File: config.mk
export PLATFORM = sky130hd
export DESIGN_NAME = dmad_decoder
export DESIGN_NICKNAME = d
export VERILOG_FILES = /design/src/rtl/dmad_pkg.sv /design/src/rtl/dmad_flash_guard.sv /design/src/rtl/dmad_decoder.sv
export VERILOG_INCLUDE_DIRS = /design/src /design/src/rtl
export SDC_FILE = /design/constraint.sdc
export NUM_CORES = 1
export LEC_CHECK = 0
export BUFFER_PORTS_ARGS = -buffer_cell sky130_fd_sc_hd__buf_2
export CORE_MARGIN = 8
export CORE_UTILIZATION = 30
export DETAILED_ROUTE_END_ITERATION = 7
export PLACE_DENSITY = 0.56
export SYNTH_ARGS = -nofsm -noshare
export SYNTH_HDL_FRONTEND = slang
export SYNTH_SLANG_ARGS = --single-unit
File: constraint.sdc
create_clock -name mclk_i -period 2 [get_ports mclk_i]
set_input_delay 0.3 -clock mclk_i [delete_from_list [all_inputs] [get_ports mclk_i]]
set_output_delay 0.3 -clock mclk_i [all_outputs]
set_load 0.01 [all_outputs]
File: src/rtl/dmad_consts.svh
// Constants for the data memory address decoder
`ifndef DMAD_CONSTS_SVH
`define DMAD_CONSTS_SVH
`define DMAD_IDATA_HALF 8'h80
`define DMAD_BANK_END 8'h20
`define DMAD_BIT_END 8'h30
`define DMAD_XRAM_MSB 11
`define DMAD_XRAM_LIMIT 17'h01000
`define DMAD_FLASH_RSV_LO 16'hFC00
`define DMAD_FLASH_RSV_HI 16'hFFFF
`define DMAD_SECTOR_MSB 8
`define DMAD_SCRATCH_MSB 6
`define DMAD_PAGE_RST 8'h00
`endif

File: src/rtl/dmad_pkg.sv
// Types for the data memory address decoder
package dmad_pkg;
  typedef enum logic [1:0] {
    DMAD_MAP_ONCHIP = 2'b00,
    DMAD_MAP_OFFCHIP = 2'b01,
    DMAD_MAP_SPLIT = 2'b10,
    DMAD_MAP_RSVD = 2'b11
  } dmad_map_t;
  typedef enum logic [1:0] {
    DMAD_TGT_RAM = 2'b00,
    DMAD_TGT_SPECIAL = 2'b01
  } dmad_itgt_t;
  typedef struct packed {
    logic valid;
    logic indirect;
    logic [7:0] addr;
  } dmad_iacc_t;
  typedef struct packed {
    logic sel_ram;
    logic sel_special;
    logic [7:0] ram_addr;
    logic [7:0] special_addr;
    logic [7:0] special_page;
    logic [1:0] bank;
    logic bit_area;
    logic upper_ram;
  } dmad_iroute_t;
  typedef struct packed {
    logic sel_onchip;
    logic sel_port;
    logic [11:0] onchip_addr;
    logic [15:0] port_addr;
  } dmad_xroute_t;
endpackage : dmad_pkg

File: src/rtl/dmad_flash_guard.sv
// Program flash region checker: reserved area, sector and scratchpad indices
`timescale 1ns/100ps
`include "dmad_consts.svh"
module dmad_flash_guard #(
  parameter bit HAS_RSV = 1'b1
) (
  input wire logic mclk_i,
  input wire logic sys_rst_i,
  input wire logic [15:0] addr_i,
  input wire logic scratch_i,
  input wire logic wr_i,
  output logic allow_o,
  output logic [6:0] sector_o,
  output logic [6:0] scratch_off_o
);
  logic rsv;

  // Top 1 kB is held back from code on large parts
  assign rsv = HAS_RSV && !scratch_i && (addr_i >= `DMAD_FLASH_RSV_LO);

  // Registered so outputs settle one cycle after the request
  always_ff @(posedge mclk_i) begin
    if (sys_rst_i) begin
      allow_o <= 1'b0;
      sector_o <= 7'h00;
      scratch_off_o <= 7'h00;
    end else begin
      allow_o <= wr_i && !rsv;
      sector_o <= addr_i[15:`DMAD_SECTOR_MSB + 1];
      scratch_off_o <= addr_i[`DMAD_SCRATCH_MSB:0];
    end
  end

  a_rsv_blocked: assert property (@(posedge mclk_i) disable iff (sys_rst_i)
    (HAS_RSV && wr_i && !scratch_i && addr_i >= 16'hFC00) |=> !allow_o)
    else $error("write into reserved flash allowed");
endmodule : dmad_flash_guard

File: src/rtl/dmad_decoder.sv
// Data memory address decoder: internal, special register and external data spaces
`timescale 1ns/100ps
`include "dmad_consts.svh"
module dmad_decoder #(
  parameter bit HAS_RSV = 1'b1
) (
  input wire logic mclk_i,
  input wire logic sys_rst_i,
  input dmad_pkg::dmad_iacc_t iacc_i,
  input wire logic [7:0] page_i,
  input wire logic page_we_i,
  input wire logic [1:0] bank_sel_i,
  input wire logic bit_acc_i,
  input wire logic [2:0] bit_num_i,
  input wire logic xacc_i,
  input wire logic [15:0] xaddr_i,
  input wire logic [7:0] xwdata_i,
  input wire logic xwr_i,
  input dmad_pkg::dmad_map_t map_i,
  input wire logic mux_mode_i,
  input wire logic [15:0] faddr_i,
  input wire logic fscratch_i,
  input wire logic fwr_i,
  output dmad_pkg::dmad_iroute_t iroute_o,
  output logic [7:0] bit_mask_o,
  output dmad_pkg::dmad_xroute_t xroute_o,
  output logic [15:0] port_ad_o,
  output logic [7:0] port_a_hi_o,
  output logic [7:0] port_d_o,
  output logic port_d_oe_n_o,
  output logic port_ale_o,
  output logic flash_allow_o,
  output logic [6:0] flash_sector_o,
  output logic [6:0] scratch_off_o
);
  import dmad_pkg::*;

  logic [7:0] page_q;
  logic upper;
  logic [7:0] eff_addr;
  logic x_onchip;
  logic [15:0] x_addr_q;
  logic [7:0] x_data_q;
  logic x_wr_q;
  typedef enum logic [1:0] {
    DMAD_PS_IDLE = 2'b00,
    DMAD_PS_ADDR = 2'b01,
    DMAD_PS_DATA = 2'b10
  } dmad_pst_t;
  dmad_pst_t pst_q;

  // ----------------------------------------------------------------
  // Special register page
  // ----------------------------------------------------------------
  // Page held so one direct address reaches many peripherals
  always_ff @(posedge mclk_i) begin
    if (sys_rst_i) begin
      page_q <= `DMAD_PAGE_RST;
    end else if (page_we_i) begin
      page_q <= page_i;
    end
  end

  // ----------------------------------------------------------------
  // Internal data space
  // ----------------------------------------------------------------
  assign upper = iacc_i.addr >= `DMAD_IDATA_HALF;
  // Bank bytes are relative to the selected bank when addr < 8
  assign eff_addr = (iacc_i.addr < 8'h08) ? {3'b000, bank_sel_i, iacc_i.addr[2:0]} : iacc_i.addr;

  // Route registered; special registers win only for direct upper accesses
  always_ff @(posedge mclk_i) begin
    if (sys_rst_i) begin
      iroute_o <= '0;
      bit_mask_o <= 8'h00;
    end else begin
      iroute_o.sel_special <= iacc_i.valid && upper && !iacc_i.indirect;
      iroute_o.sel_ram <= iacc_i.valid && (!upper || iacc_i.indirect);
      iroute_o.upper_ram <= iacc_i.valid && upper && iacc_i.indirect;
      iroute_o.ram_addr <= eff_addr;
      iroute_o.special_addr <= iacc_i.addr;
      iroute_o.special_page <= page_q;
      iroute_o.bank <= bank_sel_i;
      iroute_o.bit_area <= iacc_i.valid && bit_acc_i && (iacc_i.addr >= `DMAD_BANK_END)
        && (iacc_i.addr < `DMAD_BIT_END);
      bit_mask_o <= bit_acc_i ? (8'h01 << bit_num_i) : 8'hFF;
    end
  end

  // ----------------------------------------------------------------
  // External data space
  // ----------------------------------------------------------------
  // Split limit at 4 k; reserved map code falls back to on-chip only
  always_comb begin
    unique case (map_i)
      DMAD_MAP_OFFCHIP: x_onchip = 1'b0;
      DMAD_MAP_SPLIT: x_onchip = ({1'b0, xaddr_i} < `DMAD_XRAM_LIMIT);
      default: x_onchip = 1'b1;
    endcase
  end

  always_ff @(posedge mclk_i) begin
    if (sys_rst_i) begin
      xroute_o <= '0;
    end else begin
      xroute_o.sel_onchip <= xacc_i && x_onchip;
      xroute_o.sel_port <= xacc_i && !x_onchip;
      // Upper four bits dropped so the block mirrors every 4 k
      xroute_o.onchip_addr <= xaddr_i[`DMAD_XRAM_MSB:0];
      xroute_o.port_addr <= xaddr_i;
    end
  end

  // ----------------------------------------------------------------
  // External memory port sequencer
  // ----------------------------------------------------------------
  // Multiplexed mode spends an address phase with a latch strobe
  always_ff @(posedge mclk_i) begin
    if (sys_rst_i) begin
      pst_q <= DMAD_PS_IDLE;
      x_addr_q <= 16'h0000;
      x_data_q <= 8'h00;
      x_wr_q <= 1'b0;
    end else begin
      unique case (pst_q)
        DMAD_PS_IDLE: begin
          if (xacc_i && !x_onchip) begin
            x_addr_q <= xaddr_i;
            x_data_q <= xwdata_i;
            x_wr_q <= xwr_i;
            pst_q <= mux_mode_i ? DMAD_PS_ADDR : DMAD_PS_DATA;
          end
        end
        DMAD_PS_ADDR: pst_q <= DMAD_PS_DATA;
        DMAD_PS_DATA: pst_q <= DMAD_PS_IDLE;
        default: pst_q <= DMAD_PS_IDLE;
      endcase
    end
  end

  // Pins follow the phase; low byte shares data lines only when multiplexed
  always_ff @(posedge mclk_i) begin
    if (sys_rst_i) begin
      port_ad_o <= 16'h0000;
      port_a_hi_o <= 8'h00;
      port_d_o <= 8'h00;
      port_d_oe_n_o <= 1'b1;
      port_ale_o <= 1'b0;
    end else begin
      port_a_hi_o <= x_addr_q[15:8];
      port_ale_o <= (pst_q == DMAD_PS_ADDR);
      if (mux_mode_i) begin
        port_ad_o <= (pst_q == DMAD_PS_ADDR) ? x_addr_q : {x_addr_q[15:8], x_data_q};
      end else begin
        port_ad_o <= x_addr_q;
      end
      port_d_o <= x_data_q;
      port_d_oe_n_o <= !((pst_q == DMAD_PS_DATA) && x_wr_q);
    end
  end

  dmad_flash_guard #(
    .HAS_RSV(HAS_RSV)
  ) u_flash (
    .mclk_i(mclk_i),
    .sys_rst_i(sys_rst_i),
    .addr_i(faddr_i),
    .scratch_i(fscratch_i),
    .wr_i(fwr_i),
    .allow_o(flash_allow_o),
    .sector_o(flash_sector_o),
    .scratch_off_o(scratch_off_o)
  );

  // ----------------------------------------------------------------
  // Checks
  // ----------------------------------------------------------------
  a_ind_upper_ram: assert property (@(posedge mclk_i) disable iff (sys_rst_i)
    (iacc_i.valid && iacc_i.indirect && iacc_i.addr[7]) |=> (iroute_o.sel_ram && !iroute_o.sel_special))
    else $error("indirect upper access not sent to RAM");
  a_dir_special: assert property (@(posedge mclk_i) disable iff (sys_rst_i)
    (iacc_i.valid && !iacc_i.indirect && iacc_i.addr[7]) |=> (iroute_o.sel_special && !iroute_o.sel_ram))
    else $error("direct upper access not sent to special registers");
  a_page_held: assert property (@(posedge mclk_i) disable iff (sys_rst_i)
    (page_we_i ##1 !page_we_i) |=> (iroute_o.special_page == $past(page_i, 2)))
    else $error("special register page not applied");
  a_lower_ram: assert property (@(posedge mclk_i) disable iff (sys_rst_i)
    (iacc_i.valid && !iacc_i.addr[7]) |=> iroute_o.sel_ram)
    else $error("lower RAM not reached");
  a_bank_addr: assert property (@(posedge mclk_i) disable iff (sys_rst_i)
    (iacc_i.addr < 8'h08) |=> (iroute_o.ram_addr[7:3] == {3'b000, $past(bank_sel_i)}))
    else $error("bank register address wrong");
  a_bit_area: assert property (@(posedge mclk_i) disable iff (sys_rst_i)
    (iacc_i.valid && bit_acc_i && iacc_i.addr >= 8'h20 && iacc_i.addr < 8'h30) |=> iroute_o.bit_area)
    else $error("bit area access not flagged");
  a_mirror_4k: assert property (@(posedge mclk_i) disable iff (sys_rst_i)
    xacc_i |=> (xroute_o.onchip_addr == $past(xaddr_i[11:0])))
    else $error("on-chip block not mirrored");
  a_split_map: assert property (@(posedge mclk_i) disable iff (sys_rst_i)
    (xacc_i && map_i == DMAD_MAP_SPLIT) |=> (xroute_o.sel_port == ($past(xaddr_i) >= 16'h1000)))
    else $error("split mapping wrong");
  a_mux_ale: assert property (@(posedge mclk_i) disable iff (sys_rst_i)
    (pst_q == DMAD_PS_IDLE && xacc_i && !x_onchip && mux_mode_i) |=> ##1 port_ale_o)
    else $error("address latch strobe missing");
endmodule : dmad_decoder

Word-level counts from Yosys, hierarchy flattened. Cells that the tools add are included.

Register bits: 152. Bits of input ports: 74. Output and inout bits: 117. Word-level logic and storage cells: 69.

$lt $le $gt $ge: 6. Eq/ne operators: 5. Shift-type cells: 1. Mux-type cells: 8. Reductions and logical operators: 22.

Operators with widths (count): 2-to-1 mux 8 bit (3); greater-or-equal comparator 16 bit, second input constant (1); less-than comparator 16 x 13 -> 1 bit, second input constant (1); logical AND 1 bit (12); greater-or-equal comparator 8 x 6 -> 1 bit, second input constant (1); greater-or-equal comparator 8 bit, second input constant (1); less-than comparator 8 x 4 -> 1 bit, second input constant (1); less-than comparator 8 x 6 -> 1 bit, second input constant (1); left shift 1 x 3 -> 8 bit, first input constant (1); zero test 1 bit (6); 2-to-1 mux 5 bit (1); equality test 2 x 1 -> 1 bit, second input constant (2); equality test 2 bit, second input constant (2); 2-to-1 mux 2 bit (2); one-hot mux 2 bit (2 select lines) (1); zero test 2 bit (1); != test 2 bit, second input constant (1); one-hot mux 1 bit (2 select lines) (1); AND reduction 2 bit (1); OR reduction 2 bit (1); logical OR 1 bit (1).

Logic depth before layout (Yosys ltp).
Depth after elaboration: 6. Mapped depth: 6. Depth with buffers taken out: 4.

Cells and area by module. A second synthesis with hierarchy kept.

Cell total of the unflattened synthesis: 370. Area, all modules: 4242.8 um^2.

Modules (own cells, without submodules): dmad_decoder (times used 1, cells an instance 337, area each 3812.4 um^2, sequential area each 2282.2 um^2); dmad_flash_guard (times used 1, cells an instance 33, area each 430.4 um^2, sequential area each 300.3 um^2).

Least setup slack after synthesis. Ideal clock, no wire load.

Path type: input to register. Start point: input xaddr_i[15]. End point: register x_addr_q[10]. Library setup time: 0.121 ns. Arrival time: 1.692 ns. Required time: 1.879 ns. Slack: 0.186 ns. Cell stages on the path: 6. Buffers on the path: 2. Cell sequence: or4_4 a21oi_4 or3_1 buf_6 buf_12 mux2_4.

Cells in the longest elaborated chain, start to end: 5.

RTL lines: start: declaration (RTL line dmad_decoder.sv:16) `input wire logic [15:0] xaddr_i,`; less-than comparator 16 x 13 -> 1 bit (no line); one-hot mux 1 bit (2 select lines) (RTL line dmad_decoder.sv:95) `unique case (map_i)`; zero test 1 bit (RTL line dmad_decoder.sv:127) `if (xacc_i && !x_onchip) begin`; logical AND 1 bit (RTL line dmad_decoder.sv:127); AND reduction 2 bit (no line); end signal: assignment (RTL line dmad_decoder.sv:128) `x_addr_q <= xaddr_i;`; end: declaration (RTL line dmad_decoder.sv:42) `logic [15:0] x_addr_q;`.

Every way passes these cells. A chain may end at the register's enable or synchronous reset.

Final worst setup path.
Start point: register pst_q[0]. End point: register x_data_q[1].

Cells in the longest elaborated chain, start to end: 2.

RTL lines: start: declaration (RTL line dmad_decoder.sv:50) `dmad_pst_t pst_q;`; start signal: assignment (RTL line dmad_decoder.sv:131) `pst_q <= mux_mode_i ? DMAD_PS_ADDR : DMAD_PS_DATA;`; zero test 2 bit (RTL line dmad_decoder.sv:125) `unique case (pst_q)`; AND reduction 2 bit (no line); end signal: assignment (RTL line dmad_decoder.sv:129) `x_data_q <= xwdata_i;`; end: declaration (RTL line dmad_decoder.sv:43) `logic [7:0] x_data_q;`.

Every way passes these cells.

==> results.toml <==
[layout]
nFillCells = 1363
utilization = 0.427
multi_input_area_um2 = 1380
instances_no_fill = 735
syn_to_final_growth_pct = 39.5
antenna_cells = 0
nets = 616
regArea_um2 = 2580
layout-drive-gt1-share = 0.463

[synth]
ys_ff_latch = 129
synth_edf_count = 0
yosysMostFrequentCell = "dfxtp_1"
ys_types = 32
async_flop_share = 0
avgSynthCellArea_um2 = 11.4
syn_nets = 444
netlist.area_leader.share = 0.610
yosysTopAreaCell = "dfxtp_1"
ys_top_cells_by_area = "dfxtp_1, nor2b_1, buf_4"
yosys_warnings = 0
synthFlopType = "dfxtp_1"
synth_common_cells = "dfxtp_1, nor2b_1, buf_4, a21oi_1"
synthCells = 370
syn_area_um2 = 4230
synth.yosys.seq_area_share = 0.610

[power]
powerDensity_nw_per_um2 = 1160
ir_drop_v = 0.000486
p_leak_nw = 2.84

[cts]
cts_max_level = 4
cts_resized = 0
cts_tree = "built"
clk_latency_ps = 410
cts_root_buffer = "clkbuf_16"
cts_buffers = 17
clkSlewWorstSetupHoldPaths_ps = 50
cts_setup_buffers = 0
clock_sink_count = 129
cts_hold_buf = 0
clk_path_buf_depth = 2

[die]
io_pins = 191
die-area_um2 = 18200
start_util = 0.306
rows = 43
fp.dieH_um = 135
core_area_um2 = 13800
die_w_um = 135

[global_route]
grt.overflow.total = 0
grt_usage = 0.118
grt_max_degree = 60
grt_antenna_before_repair = 2
grt_pass1_wl_um = 16700
grt_pass1_vias = 3282

[timing]
slew_headroom = 0.415
post-route-period-util = 0.832
finalCriticalPeriod_ps = 1660
drv_slew = 0
worstMarginPinSlew_ps = 873
fmax_mhz = 601
hold_viol_final = 0
setup_viol = 0
rsz0062_at_grt = "false"
fin_skew_ps = 2.79

[min_path]
hp-class = "primary input to flip-flop"
min-delay-start = "faddr_i[1]"
holdPathEnd = "u_flash.scratch_off_o[1]$_SDFF_PP0_"
whs_path_depth = 2

[placement]
io_buffers = 188
place.gp.congestion = 0.724
hpwl_um = 7830
dp.cells = 703

[route]
drt-total-wl_um = 10500
drt_first_pass_iters = 4
antenna_left = 0
via_count = 3079
wl_met3_um = 1380
drcViolationCount = 0
post_drt_wl_per_cell_um = 14.2
viasPerCell = 4.19
met1_length_um = 4220
first_iter_violations = 73
dr_wl_met2_um = 4670
top_layer = "met5"

[worst_setup_path]
reg2reg_to = "x_data_q[1]$_SDFFE_PP0P_"
critPathCaptureType = "flip-flop"
r2r_slack_ps = 340
path_cells = "nand2b_1 > nor3_2 > mux2_2"
ff2ff_path_depth = 3
start_kind = "flip-flop"
reg2reg_from = "pst_q[0]$_SDFFE_PP0P_"
crit_family = "simple AND/OR/NAND/NOR gates"
crit_cells = 3
path_class = "flip-flop to flip-flop"
cpPeakStageDelay_ps = 660
cp_num_buf_inv = 0
cp.required_ps = 2300
worstPathArrival_ps = 1960
crit_path_max_fanout = 9
slowest_stage = "nor3_2"

[flow_run]
drv_cap = 0

[run_status]
status = "finished clean"
-- worst reg2reg max path, stage by stage (launching register included) --
cell      delay (ps)
dfxtp_1          320
nand2b_1         160
nor3_2           660
mux2_2           420
-- metrics by stage --
| stage | area, um^2 | hold WS (ps) | total power [mW] | TNS [ps] | setup slack (ps) |
|---|---|---|---|---|---|
| floorplan | 4230 | 382 | 3.08 | 0 | 186 |
| global placement | 5200 | 407 | 3.28 | 0 | 11.7 |
| detailed placement | 5200 | 409 | 3.29 | -278 | -38.8 |
| CTS | 5910 | 70.3 | 6.96 | 0 | 271 |
| global route | 5910 | 80.4 | 7.13 | 0 | 196 |
| finish | 5910 | 95.8 | 6.86 | 0 | 337 |
-- metal layers --
metal	up-vias	global-route usage
met2	134	0.181
li1	1521	-
met1	1404	0.124
met5	-	0
met3	16	0.0776
met4	4	0.0524
-- sequential cells by signal, summed over array words and instances (netlist names) --
name and flops:
bit_mask_o 8, iroute_o 27, page_q 8, port_ad_o 16, port_ale_o 1, port_d_o 8, port_d_oe_n_o 1, pst_q 2
u_flash.allow_o 1, u_flash.scratch_off_o 7, u_flash.sector_o 7, x_addr_q 16, x_data_q 8, x_wr_q 1, xroute_o 18
-- cell families (layout without fill, tap and decap cells) --
| group | Yosys count | count (layout) | share of synthesized area |
|---|---|---|---|
| multiplexers | 33 | 33 | 0.0940 |
| flip-flops | 129 | 129 | 0.610 |
| buffers and inverters | 42 | 227 | 0.0632 |
| AO/OA/AOI/OAI | 21 | 21 | 0.0298 |
| AND/OR/NAND/NOR | 145 | 145 | 0.203 |
-- power breakdown --
| part | leakage [nW] | internal (mW) | switching [mW] |
|---|---|---|---|
| clock | 0.339 | 2.54 | 1.09 |
| sequential | 1.06 | 2.70 | 0.0396 |
| combinational | 1.44 | 0.241 | 0.251 |
| total | 2.84 | 5.48 | 1.38 |
-- layout make-up --
type                            instances  area share
Timing Repair Buffer                  195       0.171
Sequential cell                       129       0.437
Tap cell                              180      0.0381
Clock buffer                           24      0.0866
Multi-Input combinational cell        199       0.234
Clock inverter                          8      0.0330
-- placed cells by master (no fill, tap or decap), types with 3 or more instances in the layout --
cell type and n:
a21oi_1 16, buf_2 187, buf_4 7, bufinv_16 6, clkbuf_16 17, clkbuf_8 6, dfxtp_1 129, mux2_2 14
mux2_4 10, mux2i_1 9, nand2_1 10, nand2b_1 5, nand3_1 12, nand3b_1 3, nor2_1 14, nor2b_1 85
-- worst max path at each step --
stage	endpoint	slack, ps	start
after floorplan	x_addr_q[10]$_SDFFE_PP0P_	190	xaddr_i[15]
after global placement	x_data_q[3]$_SDFFE_PP0P_	10	map_i[0]
after detailed placement	x_data_q[1]$_SDFFE_PP0P_	-40	map_i[0]
after CTS	x_data_q[1]$_SDFFE_PP0P_	270	pst_q[0]$_SDFFE_PP0P_
after global routing	x_data_q[1]$_SDFFE_PP0P_	200	pst_q[0]$_SDFFE_PP0P_
final	x_data_q[1]$_SDFFE_PP0P_	340	pst_q[0]$_SDFFE_PP0P_
Note: power is estimated with default switching activity, not from simulation.
